File: src/hw/ucr_pkg.sv
/*
  shared constants and state type of the usb common register block.
  assumes a wishbone host with a byte address; index = address / 4.
*/
package ucr_pkg;

  // ****************************************
  // register indexes (byte address = 4 * index)
  // ****************************************
  localparam logic [5:0] IDX_FUNC_ADDR = 6'h00;
  localparam logic [5:0] IDX_POWER = 6'h01;
  localparam logic [5:0] IDX_FLAGS = 6'h06;
  localparam logic [5:0] IDX_EVT_EN = 6'h0b;
  localparam logic [5:0] IDX_FRM_LO = 6'h0c;
  localparam logic [5:0] IDX_FRM_HI = 6'h0d;
  localparam logic [5:0] IDX_EP_SEL = 6'h0e;
  localparam logic [5:0] IDX_IN_MAXP = 6'h10;
  localparam logic [5:0] IDX_OUT_MAXP = 6'h13;
  localparam logic [5:0] IDX_FIFO0 = 6'h20;
  localparam logic [5:0] IDX_FIFO_LAST = 6'h2c;

  // ****************************************
  // field positions and reset values
  // ****************************************
  localparam int FUNC_ADDR_PEND = 7;
  localparam int PWR_ISO = 7;
  localparam int PWR_RST = 3;
  localparam int PWR_RES = 2;
  localparam int PWR_SLPF = 1;
  localparam int PWR_SLPEN = 0;
  localparam int EV_SOF = 3;
  localparam int EV_RST = 2;
  localparam int EV_WAKE = 1;
  localparam int EV_SLP = 0;
  localparam logic [3:0] EVT_EN_RST = 4'h6;
  localparam logic [3:0] EP_SEL_MAX = 4'h3;
  localparam int NUM_EP = 4;

  typedef struct packed {
    logic ack;
    logic [7:0] rdat;
    logic [6:0] pend_addr;
    logic addr_pend;
    logic [6:0] act_addr;
    logic iso_wait;
    logic resume;
    logic slp_flag;
    logic slp_en;
    logic asleep;
    logic [3:0] evt_en;
    logic [3:0] evt_flags;
    logic [10:0] frame;
    logic [3:0] ep_sel;
    logic rst_prev;
    logic bus_rst;
    logic irq;
    logic resume_drv;
    logic [NUM_EP-1:0] sof_seen;
    logic send_pkt;
    logic send_zlp;
    logic in_wr;
    logic out_rd;
    logic [7:0] in_wdata;
    logic [1:0] fifo_ep;
    logic [NUM_EP-1:0][7:0] in_maxp;
    logic [NUM_EP-1:0][7:0] out_maxp;
  } ucr_state_t;

  localparam ucr_state_t ST_RST = '{evt_en: EVT_EN_RST, default: '0};

endpackage

File: src/hw/ucr_common_regs.sv
/*
  common register block of a full-speed usb device controller:
  event enables and flags, function address, power management,
  frame number, endpoint selector and endpoint fifo ports.
  assumes the serial engine and fifos run on clk_sys and give
  one-cycle event pulses; the fifo head bytes are always valid.
*/
`timescale 1ns/1ps

// Overview of operation
// - four event enables, sof/reset/resume/suspend in bits 3..0, reset 0x06
// - seven-bit address held; new value used only after request completes
// - bit 7 flags a written address not yet in effect
// - power bit 7 chooses in-token or frame-start trigger for iso sends
// - in frame-start mode an early in token gets a zero-length packet
// - power bit 3 reads 1 while bus reset is present, one cycle late
// - resume bit while suspended drives wake-up signalling
// - suspend flag set on entry, cleared by flag read or resume set
// - suspend is entered only while the enable bit 0 is set
// - last frame number readable, low byte and upper three bits
// - power bits 6:4 always read zero
// - four-bit selector picks endpoint 0-3; other codes reserved
// - each endpoint keeps its own in and out register set
// - writing a fifo port pushes a byte into that in fifo
// - reading a fifo port pops a byte from that out fifo
// - event flags set on frame start, reset, wake, suspend
// - reading the flag register clears all its flags
module ucr_common_regs
(
  input wire logic clk_sys,
  input wire logic sys_rst,
  input wire logic wb_cyc_i,
  input wire logic wb_stb_i,
  input wire logic wb_we_i,
  input wire logic [7:0] wb_adr_i,
  input wire logic [3:0] wb_sel_i,
  input wire logic [31:0] wb_dat_i,
  output logic [31:0] wb_dat_o,
  output logic wb_ack_o,
  input wire logic sof_pulse,
  input wire logic [10:0] sof_frame,
  input wire logic bus_reset_lvl,
  input wire logic suspend_det,
  input wire logic resume_det,
  input wire logic xfer_done,
  input wire logic in_token,
  input wire logic in_token_iso,
  input wire logic [1:0] in_token_ep,
  input wire logic [3:0] tx_packet_loaded,
  input wire logic [31:0] out_fifo_head,
  output logic [6:0] device_bus_address,
  output logic resume_signal,
  output logic sleep_state_flag,
  output logic irq,
  output logic iso_send_pkt,
  output logic iso_send_zlp,
  output logic in_fifo_push,
  output logic [7:0] in_fifo_byte,
  output logic out_fifo_pop,
  output logic [1:0] fifo_ep,
  output logic [31:0] in_max_pkt,
  output logic [31:0] out_max_pkt
);
  import ucr_pkg::*;

  // ****************************************
  // helpers
  // ****************************************
  function automatic logic fifo_hit(input logic [5:0] i);
    return (i >= IDX_FIFO0) && (i <= IDX_FIFO_LAST) && (i[1:0] == 2'h0);
  endfunction

  function automatic logic [1:0] fifo_num(input logic [5:0] i);
    logic [5:0] d;
    d = i - IDX_FIFO0;
    return d[3:2];
  endfunction

  function automatic logic ep_ok(input logic [3:0] s);
    return s <= EP_SEL_MAX;
  endfunction

  ucr_state_t s_r;
  ucr_state_t s_nxt;
  logic [5:0] idx;
  logic acc;
  logic wr;
  logic rd;
  logic [7:0] wbyte;
  logic [7:0] rd_val;
  logic [1:0] sel;
  logic flags_rd;
  logic addr_wr;
  logic fifo_rd;
  logic [1:0] fifo_num_now;
  logic [6:0] addr_byte;

  assign idx = wb_adr_i[7:2];
  // one access per request; ack low again before the next is taken
  assign acc = wb_cyc_i && wb_stb_i && !s_r.ack;
  assign wr = acc && wb_we_i && wb_sel_i[0];
  assign rd = acc && !wb_we_i;
  assign wbyte = wb_dat_i[7:0];
  assign sel = s_r.ep_sel[1:0];
  assign flags_rd = rd && (idx == IDX_FLAGS);
  assign addr_wr = wr && (idx == IDX_FUNC_ADDR);
  assign fifo_rd = rd && fifo_hit(idx);
  assign fifo_num_now = fifo_num(idx);
  assign addr_byte = wbyte[6:0];

  // ****************************************
  // read mux
  // ****************************************
  always_comb begin
    rd_val = 8'h00;
    if (fifo_hit(idx)) begin
      rd_val = out_fifo_head[8*fifo_num(idx) +: 8];
    end else begin
      unique case (idx)
        IDX_FUNC_ADDR: begin
          rd_val = {1'b0, s_r.pend_addr};
          rd_val[FUNC_ADDR_PEND] = s_r.addr_pend;
        end
        IDX_POWER: begin
          rd_val = 8'h00;
          rd_val[PWR_ISO] = s_r.iso_wait;
          rd_val[PWR_RST] = s_r.bus_rst;
          rd_val[PWR_RES] = s_r.resume;
          rd_val[PWR_SLPF] = s_r.slp_flag;
          rd_val[PWR_SLPEN] = s_r.slp_en;
        end
        IDX_FLAGS: rd_val = {4'h0, s_r.evt_flags};
        IDX_EVT_EN: rd_val = {4'h0, s_r.evt_en};
        IDX_FRM_LO: rd_val = s_r.frame[7:0];
        IDX_FRM_HI: rd_val = {5'h00, s_r.frame[10:8]};
        IDX_EP_SEL: rd_val = {4'h0, s_r.ep_sel};
        IDX_IN_MAXP: begin
          // reserved selector codes show an empty set
          rd_val = ep_ok(s_r.ep_sel) ? s_r.in_maxp[sel] : 8'h00;
        end
        IDX_OUT_MAXP: begin
          rd_val = ep_ok(s_r.ep_sel) ? s_r.out_maxp[sel] : 8'h00;
        end
        default: rd_val = 8'h00;
      endcase
    end
  end

  // ****************************************
  // next state
  // ****************************************
  always_comb begin
    s_nxt = s_r;
    s_nxt.ack = acc;
    s_nxt.send_pkt = 1'b0;
    s_nxt.send_zlp = 1'b0;
    s_nxt.in_wr = 1'b0;
    s_nxt.out_rd = 1'b0;
    if (rd) begin
      s_nxt.rdat = rd_val;
    end

    // pending address goes live when the request ends
    if (xfer_done && s_r.addr_pend) begin
      s_nxt.act_addr = s_r.pend_addr;
      s_nxt.addr_pend = 1'b0;
    end

    // clears by software first, so that a same-cycle set wins
    if (flags_rd) begin
      s_nxt.evt_flags = 4'h0;
      s_nxt.slp_flag = 1'b0;
    end

    if (wr) begin
      unique case (idx)
        IDX_FUNC_ADDR: begin
          s_nxt.pend_addr = wbyte[6:0];
          s_nxt.addr_pend = 1'b1;
        end
        IDX_POWER: begin
          s_nxt.iso_wait = wbyte[PWR_ISO];
          s_nxt.resume = wbyte[PWR_RES];
          s_nxt.slp_en = wbyte[PWR_SLPEN];
          if (wbyte[PWR_RES]) begin
            s_nxt.slp_flag = 1'b0;
          end
          // dropping resume while asleep ends the remote wake-up
          if (s_r.resume && !wbyte[PWR_RES] && s_r.asleep) begin
            s_nxt.asleep = 1'b0;
          end
        end
        IDX_EVT_EN: s_nxt.evt_en = wbyte[3:0];
        IDX_EP_SEL: s_nxt.ep_sel = wbyte[3:0];
        IDX_IN_MAXP: begin
          if (ep_ok(s_r.ep_sel)) begin
            s_nxt.in_maxp[sel] = wbyte;
          end
        end
        IDX_OUT_MAXP: begin
          if (ep_ok(s_r.ep_sel)) begin
            s_nxt.out_maxp[sel] = wbyte;
          end
        end
        default: begin
          if (fifo_hit(idx)) begin
            s_nxt.in_wr = 1'b1;
            s_nxt.in_wdata = wbyte;
            s_nxt.fifo_ep = fifo_num(idx);
          end
        end
      endcase
    end

    if (fifo_rd) begin
      s_nxt.out_rd = 1'b1;
      s_nxt.fifo_ep = fifo_num(idx);
    end

    // bus events
    s_nxt.rst_prev = bus_reset_lvl;
    s_nxt.bus_rst = bus_reset_lvl;
    if (sof_pulse) begin
      s_nxt.frame = sof_frame;
      s_nxt.evt_flags[EV_SOF] = 1'b1;
    end
    if (bus_reset_lvl && !s_r.rst_prev) begin
      s_nxt.evt_flags[EV_RST] = 1'b1;
      s_nxt.asleep = 1'b0;
    end
    if (resume_det && s_r.asleep) begin
      s_nxt.evt_flags[EV_WAKE] = 1'b1;
      s_nxt.asleep = 1'b0;
    end
    if (suspend_det) begin
      s_nxt.evt_flags[EV_SLP] = 1'b1;
      if (s_r.slp_en && !s_r.asleep) begin
        s_nxt.asleep = 1'b1;
        s_nxt.slp_flag = 1'b1;
      end
    end

    // iso trigger: a frame start arms each loaded endpoint
    for (int e = 0; e < NUM_EP; e++) begin
      if (!tx_packet_loaded[e]) begin
        s_nxt.sof_seen[e] = 1'b0;
      end else if (sof_pulse) begin
        s_nxt.sof_seen[e] = 1'b1;
      end
    end
    if (in_token && in_token_iso) begin
      if (tx_packet_loaded[in_token_ep] &&
          (!s_r.iso_wait || s_r.sof_seen[in_token_ep])) begin
        s_nxt.send_pkt = 1'b1;
      end else begin
        // early token, or nothing loaded: answer empty
        s_nxt.send_zlp = 1'b1;
      end
    end

    s_nxt.resume_drv = s_nxt.resume && s_nxt.asleep;
    s_nxt.irq = |(s_nxt.evt_flags & s_nxt.evt_en);
  end

  always_ff @(posedge clk_sys) begin
    if (sys_rst) begin
      s_r <= ST_RST;
    end else begin
      s_r <= s_nxt;
    end
  end

  // ****************************************
  // outputs
  // ****************************************
  assign wb_ack_o = s_r.ack;
  assign wb_dat_o = {24'h000000, s_r.rdat};
  assign device_bus_address = s_r.act_addr;
  assign resume_signal = s_r.resume_drv;
  assign sleep_state_flag = s_r.slp_flag;
  assign irq = s_r.irq;
  assign iso_send_pkt = s_r.send_pkt;
  assign iso_send_zlp = s_r.send_zlp;
  assign in_fifo_push = s_r.in_wr;
  assign in_fifo_byte = s_r.in_wdata;
  assign out_fifo_pop = s_r.out_rd;
  assign fifo_ep = s_r.fifo_ep;
  assign in_max_pkt = s_r.in_maxp;
  assign out_max_pkt = s_r.out_maxp;

  logic no_evt;
  assign no_evt = !sof_pulse && !suspend_det && !resume_det &&
                  !(bus_reset_lvl && !s_r.rst_prev);
endmodule

File: config.mk
export PLATFORM = sky130hd
export DESIGN_NAME = ucr_common_regs
export DESIGN_NICKNAME = d
export VERILOG_FILES = /design/src/hw/ucr_pkg.sv /design/src/hw/ucr_common_regs.sv
export SDC_FILE = /design/constraint.sdc
export NUM_CORES = 1
export LEC_CHECK = 0
export ABC_CLOCK_PERIOD_IN_PS = 2000
export BUFFER_PORTS_ARGS = -buffer_cell sky130_fd_sc_hd__buf_4
export CORE_AREA = 3 3 122 136
export CTS_CLUSTER_DIAMETER = 120
export CTS_CLUSTER_SIZE = 40
export DETAILED_ROUTE_END_ITERATION = 12
export DIE_AREA = 0 0 125 139
export GPL_TIMING_DRIVEN = 0
export PLACE_DENSITY = 0.79
export SLEW_MARGIN = 5
export SYNTH_ARGS = -nofsm -noshare
export SYNTH_HDL_FRONTEND = slang
export SYNTH_SLANG_ARGS = --single-unit
File: constraint.sdc
create_clock -name clk_sys -period 2 [get_ports clk_sys]
set_input_delay 0.2 -clock clk_sys [delete_from_list [all_inputs] [get_ports clk_sys]]
set_output_delay 0.2 -clock clk_sys [all_outputs]
set_load 0.02 [all_outputs]
==> results of run 1 <==
==> report_power, final <==
group	internal [mW]	switching [mW]	leakage (nW)	total [mW]
sequential	2.76	0.0143	1.11	2.77
clock	1.74	1.25	0.264	2.99
combinational	0.232	0.282	3.20	0.514
==> layout make-up <==
cell class,instances,area (µm²),area share
sequential,137,2750,0.290
timing repair buffer,178,1390,0.147
tap,200,250,0.0264
clock buffer,18,439,0.0464
clock inverter,14,126,0.0134
buffer,157,1110,0.118
multi-input combinational,422,3390,0.358
inverter,3,11.3,0.00119
==> worst min-delay path, stage by stage <==
cell	delay [ns]
sky130_fd_sc_hd__buf_4	0.08
sky130_fd_sc_hd__mux2i_1	0.05
sky130_fd_sc_hd__nor2_1	0.07
==> stage by stage <==
step                      setup TNS, ns  instance area [µm²]  setup slack [ns]  power, mW
after floorplan                       0                 7130            0.0968       3.13
after global placement           -10.22                 8610            -0.383       3.33
final                           -0.0686                 9460           -0.0288       6.27
after detailed placement         -13.07                 8610            -0.395       3.33
after CTS                       -0.0937                 9440           -0.0633       6.28
after global routing             -0.307                 9460           -0.0763       6.48
==> path summary, 6_finish.rpt <==
kind,startpoint,endpoint,slack (ns)
setup / recovery,s_r[86],wb_dat_o[6],-0.03
hold / removal,sof_frame[2],s_r[92],0.02
setup reg to reg,s_r[86],wb_dat_o[6],-0.03
hold reg to reg,device_bus_address[6],device_bus_address[6],0.45
==> what timing repair did <==
| action | in CTS | in global routing |
|---|---|---|
| pin swaps | 9 | 12 |
| cloned | 1 | 0 |
| resized for setup | 27 | 7 |
| hold buffers | 1 | 0 |
| setup endpoints to repair | 64 | 21 |
| buffers inserted | 11 | 2 |
| endpoints found under the hold margin | 1 | 0 |
==> routing by layer <==
| metal | track usage | up-vias | wire length (µm) |
|---|---|---|---|
| met5 | 0 | - | 0 |
| met4 | 0.0965 | 0 | 691 |
| met3 | 0.0559 | 49 | 1450 |
| met2 | 0.391 | 262 | 10100 |
| met1 | 0.278 | 2734 | 8130 |
| li1 | - | 2755 | - |
==> cell usage in the layout (no fill, tap or decap), types with 2 or more instances in the layout <==
cell and count:
sky130_fd_sc_hd__dfxtp_2 2, sky130_fd_sc_hd__clkinv_4 4, sky130_fd_sc_hd__mux2i_1 105, sky130_fd_sc_hd__nand3_1 8, sky130_fd_sc_hd__a222oi_1 4, sky130_fd_sc_hd__nand3_2 6, sky130_fd_sc_hd__buf_2 4, sky130_fd_sc_hd__a2111oi_4 3
sky130_fd_sc_hd__a21o_1 2, sky130_fd_sc_hd__mux2_2 6, sky130_fd_sc_hd__nor2b_1 10, sky130_fd_sc_hd__a21oi_1 15, sky130_fd_sc_hd__or2_2 5, sky130_fd_sc_hd__nand2_1 11, sky130_fd_sc_hd__nor2_1 115, sky130_fd_sc_hd__a22o_1 15
sky130_fd_sc_hd__a22oi_1 12, sky130_fd_sc_hd__conb_1 24, sky130_fd_sc_hd__clkbuf_4 3, sky130_fd_sc_hd__buf_6 6, sky130_fd_sc_hd__nor3b_1 9, sky130_fd_sc_hd__clkinvlp_4 5, sky130_fd_sc_hd__o22ai_1 8, sky130_fd_sc_hd__clkinv_2 3
sky130_fd_sc_hd__dfxtp_1 135, sky130_fd_sc_hd__buf_4 290, sky130_fd_sc_hd__clkbuf_1 25, sky130_fd_sc_hd__a211oi_1 3, sky130_fd_sc_hd__nor4_4 4, sky130_fd_sc_hd__inv_1 3, sky130_fd_sc_hd__clkbuf_16 17, sky130_fd_sc_hd__buf_12 4
sky130_fd_sc_hd__nor3_1 6, sky130_fd_sc_hd__mux4_2 24
==> cells by family after synthesis <==
family                    count (synthesis)  synth area share
AOI/OAI and AO/OA                        71            0.0735
xor gates and xnor gates                  1           0.00124
buffers and inverters                   162             0.154
DFF                                     137             0.389
muxes                                   135             0.235
other                                     1          0.000532
and+or+nand+nor                         191             0.145
==> impl_metrics.toml, run 1 <==
[outcome]
violations = "negative setup slack"
outcome = "finished with violations"

[global_route]
first_global_vias = 5740
antenna_violations_before_repair = 0
grt_first_pass_wirelength_um = 31400
overflow = 0
grt_usage = 0.230
grt_max_degree = 17

[drt]
drt_first_iter_violations = 378
wl_cell_um = 18.0
viasPerCell = 5.14
ant_nets = 0
detail_route.first_pass.iterations = 5
via_count = 5800
drcViolationCount = 0
detail_route.wirelength_um = 20400

[setup_path]
crit_path_cell_trace = "buf_6 > buf_12 > mux4_2 > a22o_1 > a222oi_1 > o22ai_1"
worstPathBufferInverterCount = 2
worstSetupPathDepth = 6
cp_max_fo = 7
worst_setup_path_end_kind = "flip-flop"
reg2reg_depth = 6
critical_path.startpoint_type = "flip-flop"
worst-setup-path-type = "flip-flop to flip-flop"
cp_data_required_time_ns = 2.28
critical-path-top-delay-family = "compound AO/OA/AOI/OAI gates"
cpMaxStageDelayCell = "sky130_fd_sc_hd__mux4_2"
slowest_delay_ns = 0.52
timing.critical_path.arrival_ns = 2.31

[logic_synthesis]
synth_seq_cells = 137
synthesis.area_um2 = 7050
most_frequent_cell_after_synthesis = "sky130_fd_sc_hd__dfxtp_1"
synth_async_sr_flop_share = 0
synth_top_area_share = 0.389
synth.top_cells.by_area = "sky130_fd_sc_hd__dfxtp_1, sky130_fd_sc_hd__mux2i_1, sky130_fd_sc_hd__buf_4"
syn_avg_cell_area_um2 = 10.1
synth_top_area_cell = "sky130_fd_sc_hd__dfxtp_1"
synth-edff-count = 0
yosysWarnings = 0
synth_ff_type = "sky130_fd_sc_hd__dfxtp_1"
syn_inst = 698
yosys-top-cells-count = "sky130_fd_sc_hd__dfxtp_1, sky130_fd_sc_hd__buf_4, sky130_fd_sc_hd__nor2_1, sky130_fd_sc_hd__mux2i_1, sky130_fd_sc_hd__clkbuf_1"
seq_area_frac_synth = 0.389
synth_cell_type_count = 54

[power]
irDropWorstVdd_mv = 0.571
power.density_nw_per_um2 = 663
p_leak_nw = 4.57

[die]
die_w_um = 125
core_footprint_um2 = 15500
floorplan.initialDensity = 0.455
row_count = 48
dieHeight_um = 139
io_pins = 226
die_area_um2 = 17400

[placed_design]
numPlacedInstances = 1084
gp_congestion = 0.884
dpl.hpwl_um = 14900
io_buffers = 163

[sta]
final_min_period_over_clock_period = 1.01
setup-violations-final = 3
timing.slew.headroom = 0.381
finClkSkew_ns = 0.00861
timing_hold_violations_final = 0
max_freq_mhz = 493
final_critical_path_setup_slack_ns = -0.0288
grt_setup_unrepaired = "true"
layout_min_cycle_time_ns = 2.03
worst_slew_pin_slew_ns = 0.925
slew_viol_final = 0
fin_hold_ws_ns = 0.0164

[cells_and_area]
share_of_post_route_cells_with_drive_strength_above_1 = 0.435
n_fill_cell = 1302
fin_util = 0.611
nets = 1021
diodes = 0
area_growth_from_synthesis_to_layout_pct = 34.3
final-instance-count-excl-fill = 1129

[clock_network]
clock-root-buffer = "sky130_fd_sc_hd__clkbuf_16"
worst_skew_pair.late_latency_ns = 0.43
tritoncts = "built"
ctsLongestPathBuffers = 2
clk_pin_slew_worst_paths_ns = 0.06
cts_buffers = 17
clock-sinks = 137
ctsHtreeMaxLevel = 4

[min_path]
whs_path_depth = 3
class_of_the_worst_hold_path = "input pin to flip-flop"

[job]
maxCapViolations = 0
(Power assumes the default switching activity.)
==> inputs of run 2 (changes only) <==
Settings changed: ABC_AREA from default to 1, CORE_AREA 3 3 122 136 to 3 3 124 138, DIE_AREA 0 0 125 139 to 0 0 127 141, PLACE_DENSITY 0.79 to 0.76, SETUP_SLACK_MARGIN from default to 0.02.
==> run 2 against run 1 <==
Compared with the run above:
- the run now ends clean
- critical path depth stayed put
- area after synthesis is 1.5% lower
- hold slack worse by 0.0059 ns
- sequential power hardly changed
- clock power is 5% higher
- critical path type unchanged
==> impl_metrics.toml, run 2 <==
[setup_path]
crit_path_end = "in_fifo_byte[6]"
worst_setup_path_end_kind = "flip-flop"
critical_path.reg2reg.startpoint = "wb_ack_o"
worst-setup-path-type = "flip-flop to flip-flop"
timing.reg2reg.setup_slack_ns = 0.17
reg2reg_depth = 6
worstReg2RegEnd = "in_fifo_byte[6]"
worst_setup_path_startpoint = "wb_ack_o"
cp_max_fo = 10
timing.critical_path.arrival_ns = 2.18
cp_data_required_time_ns = 2.35
critical_path.startpoint_type = "flip-flop"

[logic_synthesis]
yosysWarnings = 0
synth_async_sr_flop_share = 0
synth.top_cells.by_area = "sky130_fd_sc_hd__dfxtp_1, sky130_fd_sc_hd__nand2_1, sky130_fd_sc_hd__buf_4"
largest_family_of_logic_cells_by_synthesized_area = "simple AND/OR/NAND/NOR gates"
synth_seq_cells = 137
synthesis.area_um2 = 6940
synth-xor-area-share = 0
synthSimpleGateAreaFrac = 0.253
seq_area_frac_synth = 0.395
synth_top_area_cell = "sky130_fd_sc_hd__dfxtp_1"
synth_adder_area_share = 0
yosys-mux-area-fraction = 0
most_frequent_cell_after_synthesis = "sky130_fd_sc_hd__nand2_1"
synth_ff_type = "sky130_fd_sc_hd__dfxtp_1"
synth_top_area_share = 0.395
syn_inst = 984
synth_cell_type_count = 31
syn_avg_cell_area_um2 = 7.05
yosys-top-cells-count = "sky130_fd_sc_hd__nand2_1, sky130_fd_sc_hd__dfxtp_1, sky130_fd_sc_hd__buf_4, sky130_fd_sc_hd__o21ai_0, sky130_fd_sc_hd__a21oi_1"
synth-edff-count = 0
compound_cell_area_share_of_the_yosys_netlist = 0.173

[cells_and_area]
layout.cells.most_common_list = "sky130_fd_sc_hd__buf_4, sky130_fd_sc_hd__nand2_1, sky130_fd_sc_hd__dfxtp_1"
diodes = 0
layout_commonest_cell = "sky130_fd_sc_hd__buf_4"
final_cell_area_um2 = 9180
final-instance-count-excl-fill = 1407
fin_util = 0.583
nets = 1304
register_area_um2 = 2740
share_of_post_route_cells_with_drive_strength_above_1 = 0.296
multi_input_comb_area_um2 = 3060
n_fill_cell = 1508
area_growth_from_synthesis_to_layout_pct = 32.4

[drt]
drcViolationCount = 0
detail_route.wirelength_um = 22100
ant_nets = 0
drt_first_iter_violations = 583
via_count = 7048
viasPerCell = 5.01
wl_cell_um = 15.7
detail_route.first_pass.iterations = 6

[placed_design]
numPlacedInstances = 1379
placement.setup.worst_slack_ns = -0.0964
io_buffers = 172
placed_cell_area_um2 = 8560
dpl.hpwl_um = 17000
gp_congestion = 0.926

[sta]
timing_hold_violations_final = 0
worst_slew_pin_slew_ns = 0.823
setup-violations-final = 0
fin_tns_setup_ns = 0
final_critical_path_setup_slack_ns = 0.170
final_min_period_over_clock_period = 0.915
max_freq_mhz = 546
slew_viol_final = 0
layout_min_cycle_time_ns = 1.83
finClkSkew_ns = 0.00717
timing.slew.headroom = 0.451
grt_setup_unrepaired = "true"

[power]
internal-power_mw = 4.99
pwr-share-comb = 0.076
power.density_nw_per_um2 = 698
share_seq_of_total_power = 0.434
irDropWorstVdd_mv = 0.637
p_sw_mw = 1.42
sw_frac_of_total = 0.221
p_leak_nw = 4.48
share_clk_of_total_power = 0.490

[min_path]
class_of_the_worst_hold_path = "input pin to flip-flop"

[die]
floorplan.initialDensity = 0.441
dieHeight_um = 141
io_pins = 226
row_count = 48
die_w_um = 127
core_footprint_um2 = 15700
die_area_um2 = 17900

[job]
maxCapViolations = 0

[outcome]
outcome = "finished clean"

[clock_network]
clock-root-buffer = "sky130_fd_sc_hd__clkbuf_16"
clk_pin_slew_worst_paths_ns = 0.05
tritoncts = "built"
ctsLongestPathBuffers = 2
cts_buffers = 17
clock-sinks = 137
worst_skew_pair.late_latency_ns = 0.42
ctsHtreeMaxLevel = 4
post_cts_setup_buffer_count = 0

[global_route]
overflow = 0
antenna_violations_before_repair = 0
grt_usage = 0.244
grt_max_degree = 17
first_global_vias = 6610
grt_first_pass_wirelength_um = 34600
run 2: logic make-up (layout without fill, tap and decap cells):
kind of cell / after synthesis / in the layout
AND/OR/NAND/NOR: 416 / 416
AO/OA/AOI/OAI: 227 / 227
buffers and inverters: 203 / 403
flip-flops: 137 / 137
other: 1 / 24
run 2: metrics by stage:
step / hold WS [ns] / power, mW
after floorplan: 0.296 / 3.09
after global placement: 0.418 / 3.31
after detailed placement: 0.424 / 3.32
after CTS: 0.00360 / 6.41
after global routing: 0.0104 / 6.58
final: 0.0105 / 6.41
run 2: critical path, cell delays in order (launching register included):
cell and delay, ns:
sky130_fd_sc_hd__dfxtp_1 0.30, sky130_fd_sc_hd__nor2_1 0.14, sky130_fd_sc_hd__nand3_1 0.30, sky130_fd_sc_hd__nor2_2 0.46, sky130_fd_sc_hd__buf_2 0.30, sky130_fd_sc_hd__o21ai_0 0.10
sky130_fd_sc_hd__a21oi_1 0.15
run 2: worst min path at each step:
| stage | from | to | depth (start not counted) | slack, ns |
|---|---|---|---|---|
| final | sof_frame[0] | s_r[90] | 3 | 0.01 |
| after global placement | sys_rst | out_fifo_pop | 2 | 0.42 |
| after detailed placement | sys_rst | out_fifo_pop | 2 | 0.42 |
| after global routing | sof_frame[0] | s_r[90] | 3 | 0.01 |
| after CTS | sof_frame[0] | s_r[90] | 3 | 0.004 |
| after floorplan | sys_rst | out_fifo_pop | 1 | 0.30 |
run 2: power groups by stage:
stage	sequential, mW	combinational [mW]	clock [mW]
after floorplan	2.84	0.253	0
after global placement	2.84	0.470	0
after detailed placement	2.84	0.475	0
after CTS	2.78	0.480	3.15
after global routing	2.78	0.530	3.26
final	2.78	0.486	3.14
run 2: timing repair:
item                       in CTS  in global routing
setup endpoints to repair       7                 20
hold endpoints to repair        2                  0
hold buffers                    2                  0
gates resized for setup         2                  7
run 2: layout make-up:
type | instances | area share
well taps | 200 | 0.0273
flip-flops and latches | 137 | 0.299
multi-input cells | 667 | 0.333
inverters | 49 | 0.0202
repair buffers | 174 | 0.143
clock inverters | 2 | 0.00654
plain buffers | 153 | 0.114
clock buffers | 25 | 0.0572
run 2: layer usage:
metal  track usage  vias to the layer above  routed length (µm)  share of wire
li1              -                     3502                   -              -
met1         0.300                     3193                9100           0.41
met2         0.418                      305               10800           0.49
met3        0.0561                       48                1630          0.074
met4        0.0864                        0                 607          0.027
met5             0                        -                   0              0
==> inputs of run 3 (changes only) <==
Settings changed: ABC_AREA 1 to default, CORE_AREA 3 3 124 138 to 3 3 125 139, DIE_AREA 0 0 127 141 to 0 0 128 142.
==> run 3 against run 2 <==
Compared with the run above:
- the flow now finishes with violations (negative setup slack)
- routed wire length down 6.0%
- final area up 4.1%
- non-clock buffer count up 9
- hold slack better by 0.0014 ns
- sequential share of layout area down 1.1 points
==> impl_metrics.toml, run 3 (same netlist as run 1, synthesis figures left out) <==
[outcome]
outcome = "finished with violations"
violations = "negative setup slack"

[power]
share_seq_of_total_power = 0.427
share_clk_of_total_power = 0.493
power.density_nw_per_um2 = 679
p_leak_nw = 4.62
irDropWorstVdd_mv = 0.695
internal-power_mw = 5.00
pwr-share-comb = 0.080
p_sw_mw = 1.49
sw_frac_of_total = 0.229

[sta]
timing.slew.headroom = 0.347
timing_hold_violations_final = 0
setup-violations-final = 1
final_min_period_over_clock_period = 1.01
fin_hold_ws_ns = 0.0119
max_freq_mhz = 493
grt_setup_unrepaired = "true"
finClkSkew_ns = 0.00713
final_critical_path_setup_slack_ns = -0.0293
slew_viol_final = 0
worst_slew_pin_slew_ns = 0.976
layout_min_cycle_time_ns = 2.03

[drt]
via_count = 5835
ant_nets = 0
detail_route.first_pass.iterations = 5
drcViolationCount = 0
drt_first_iter_violations = 435
viasPerCell = 5.15
detail_route.wirelength_um = 20800
wl_cell_um = 18.4

[cells_and_area]
multi_input_comb_area_um2 = 3440
area_growth_from_synthesis_to_layout_pct = 35.6
layout_commonest_cell = "sky130_fd_sc_hd__buf_4"
layout.cells.most_common_list = "sky130_fd_sc_hd__buf_4, sky130_fd_sc_hd__dfxtp_1, sky130_fd_sc_hd__nor2_1"
fin_util = 0.590
diodes = 0
register_area_um2 = 2750
nets = 1022
share_of_post_route_cells_with_drive_strength_above_1 = 0.440
final_cell_area_um2 = 9550
n_fill_cell = 1418

[clock_network]
ctsLongestPathBuffers = 2
tritoncts = "built"
cts_buffers = 17
ctsHtreeMaxLevel = 4
clock-root-buffer = "sky130_fd_sc_hd__clkbuf_16"
clk_pin_slew_worst_paths_ns = 0.06
worst_skew_pair.late_latency_ns = 0.43
clock-sinks = 137

[setup_path]
worst_setup_path_end_kind = "flip-flop"
worstPathBufferInverterCount = 2
cpMaxStageDelayCell = "sky130_fd_sc_hd__mux4_2"
reg2reg_depth = 6
slowest_delay_ns = 0.52
critical-path-top-delay-family = "compound AO/OA/AOI/OAI gates"
critical_path.startpoint_type = "flip-flop"
timing.critical_path.arrival_ns = 2.32
cp_data_required_time_ns = 2.29
cp_max_fo = 8
worstSetupPathDepth = 6
crit_path_cell_trace = "buf_6 > buf_12 > mux4_2 > a22o_1 > a222oi_1 > o22ai_1"
worst-setup-path-type = "flip-flop to flip-flop"

[min_path]
class_of_the_worst_hold_path = "input pin to flip-flop"
whs_path_depth = 3

[global_route]
grt_first_pass_wirelength_um = 31100
globalRoute.busiestLayer = "met2"
grt_max_degree = 17
grt_util_met2 = 0.373
grt_usage = 0.224
grtUsageMet1 = 0.276
overflow = 0
antenna_violations_before_repair = 0
first_global_vias = 5634
grt_util_met3 = 0.0511

[placed_design]
placement.setup.worst_slack_ns = -0.393
gp_congestion = 0.931
placed_cell_area_um2 = 8610
dpl.hpwl_um = 15300
io_buffers = 163

[die]
row_count = 49
die_w_um = 128
floorplan.initialDensity = 0.435
io_pins = 226
core_footprint_um2 = 16200
dieHeight_um = 142
die_area_um2 = 18200

[job]
maxCapViolations = 0
-- run 3: cell types whose count changed in the layout (fill, tap and decap cells not counted), sizes merged, moves of 29 or more --
| cell | before | now |
|---|---|---|
| a21oi | 105 | 16 |
| o21ai | 110 | 1 |
| inv | 41 | 3 |
| mux2i | 0 | 105 |
| nand2 | 253 | 11 |
| nand3 | 43 | 14 |
-- run 3: area by class of cell --
type,count,area share
multi-input cells,422,0.360
inverters,3,0.00118
clock inverters,13,0.0158
clock buffers,19,0.0474
well taps,204,0.0267
flip-flops and latches,137,0.287
repair buffers,178,0.142
plain buffers,158,0.119
-- run 3: through the flow --
step	std cells	setup TNS [ns]	total power, mW
finish	1134	-0.0293	6.49
global route	1134	-0.137	6.70
CTS	1127	-0.00877	6.52
detailed placement	1088	-15.96	3.34
global placement	1088	-13.33	3.33
floorplan	721	0	3.13
-- run 3: per-layer routing --
layer  part of all wire  wire [µm]
met5                  0          0
met4              0.026        548
met2               0.49      10200
met3              0.077       1600
met1               0.41       8450
-- run 3: timing repair --
action	4_1_cts	5_1_grt
hold endpoints to repair	1	0
hold buffers	1	0
pin swaps	4	12
gates cloned	0	1
setup buffers	6	7
setup endpoints to repair	65	44
resized for setup	22	22
-- run 3: final timing paths --
kind,startpoint,endpoint,slack (ns)
setup reg to reg,s_r[86],wb_dat_o[4],-0.03
hold / removal,sof_frame[4],s_r[94],0.01
setup / recovery,s_r[86],wb_dat_o[4],-0.03
hold reg to reg,device_bus_address[0],device_bus_address[0],0.46
-- run 3: tightest hold or removal path, stage by stage --
cell	delay (ns)
sky130_fd_sc_hd__buf_4	0.08
sky130_fd_sc_hd__mux2i_1	0.05
sky130_fd_sc_hd__nor2_1	0.07
-- run 3: power by group through the flow --
stage                     Sequential, mW  Clock, mW  Combinational [mW]
final                               2.77       3.20               0.518
after global routing                2.77       3.36               0.557
after CTS                           2.77       3.24               0.511
after detailed placement            2.83          0               0.503
after global placement              2.83          0               0.497
after floorplan                     2.83          0               0.297
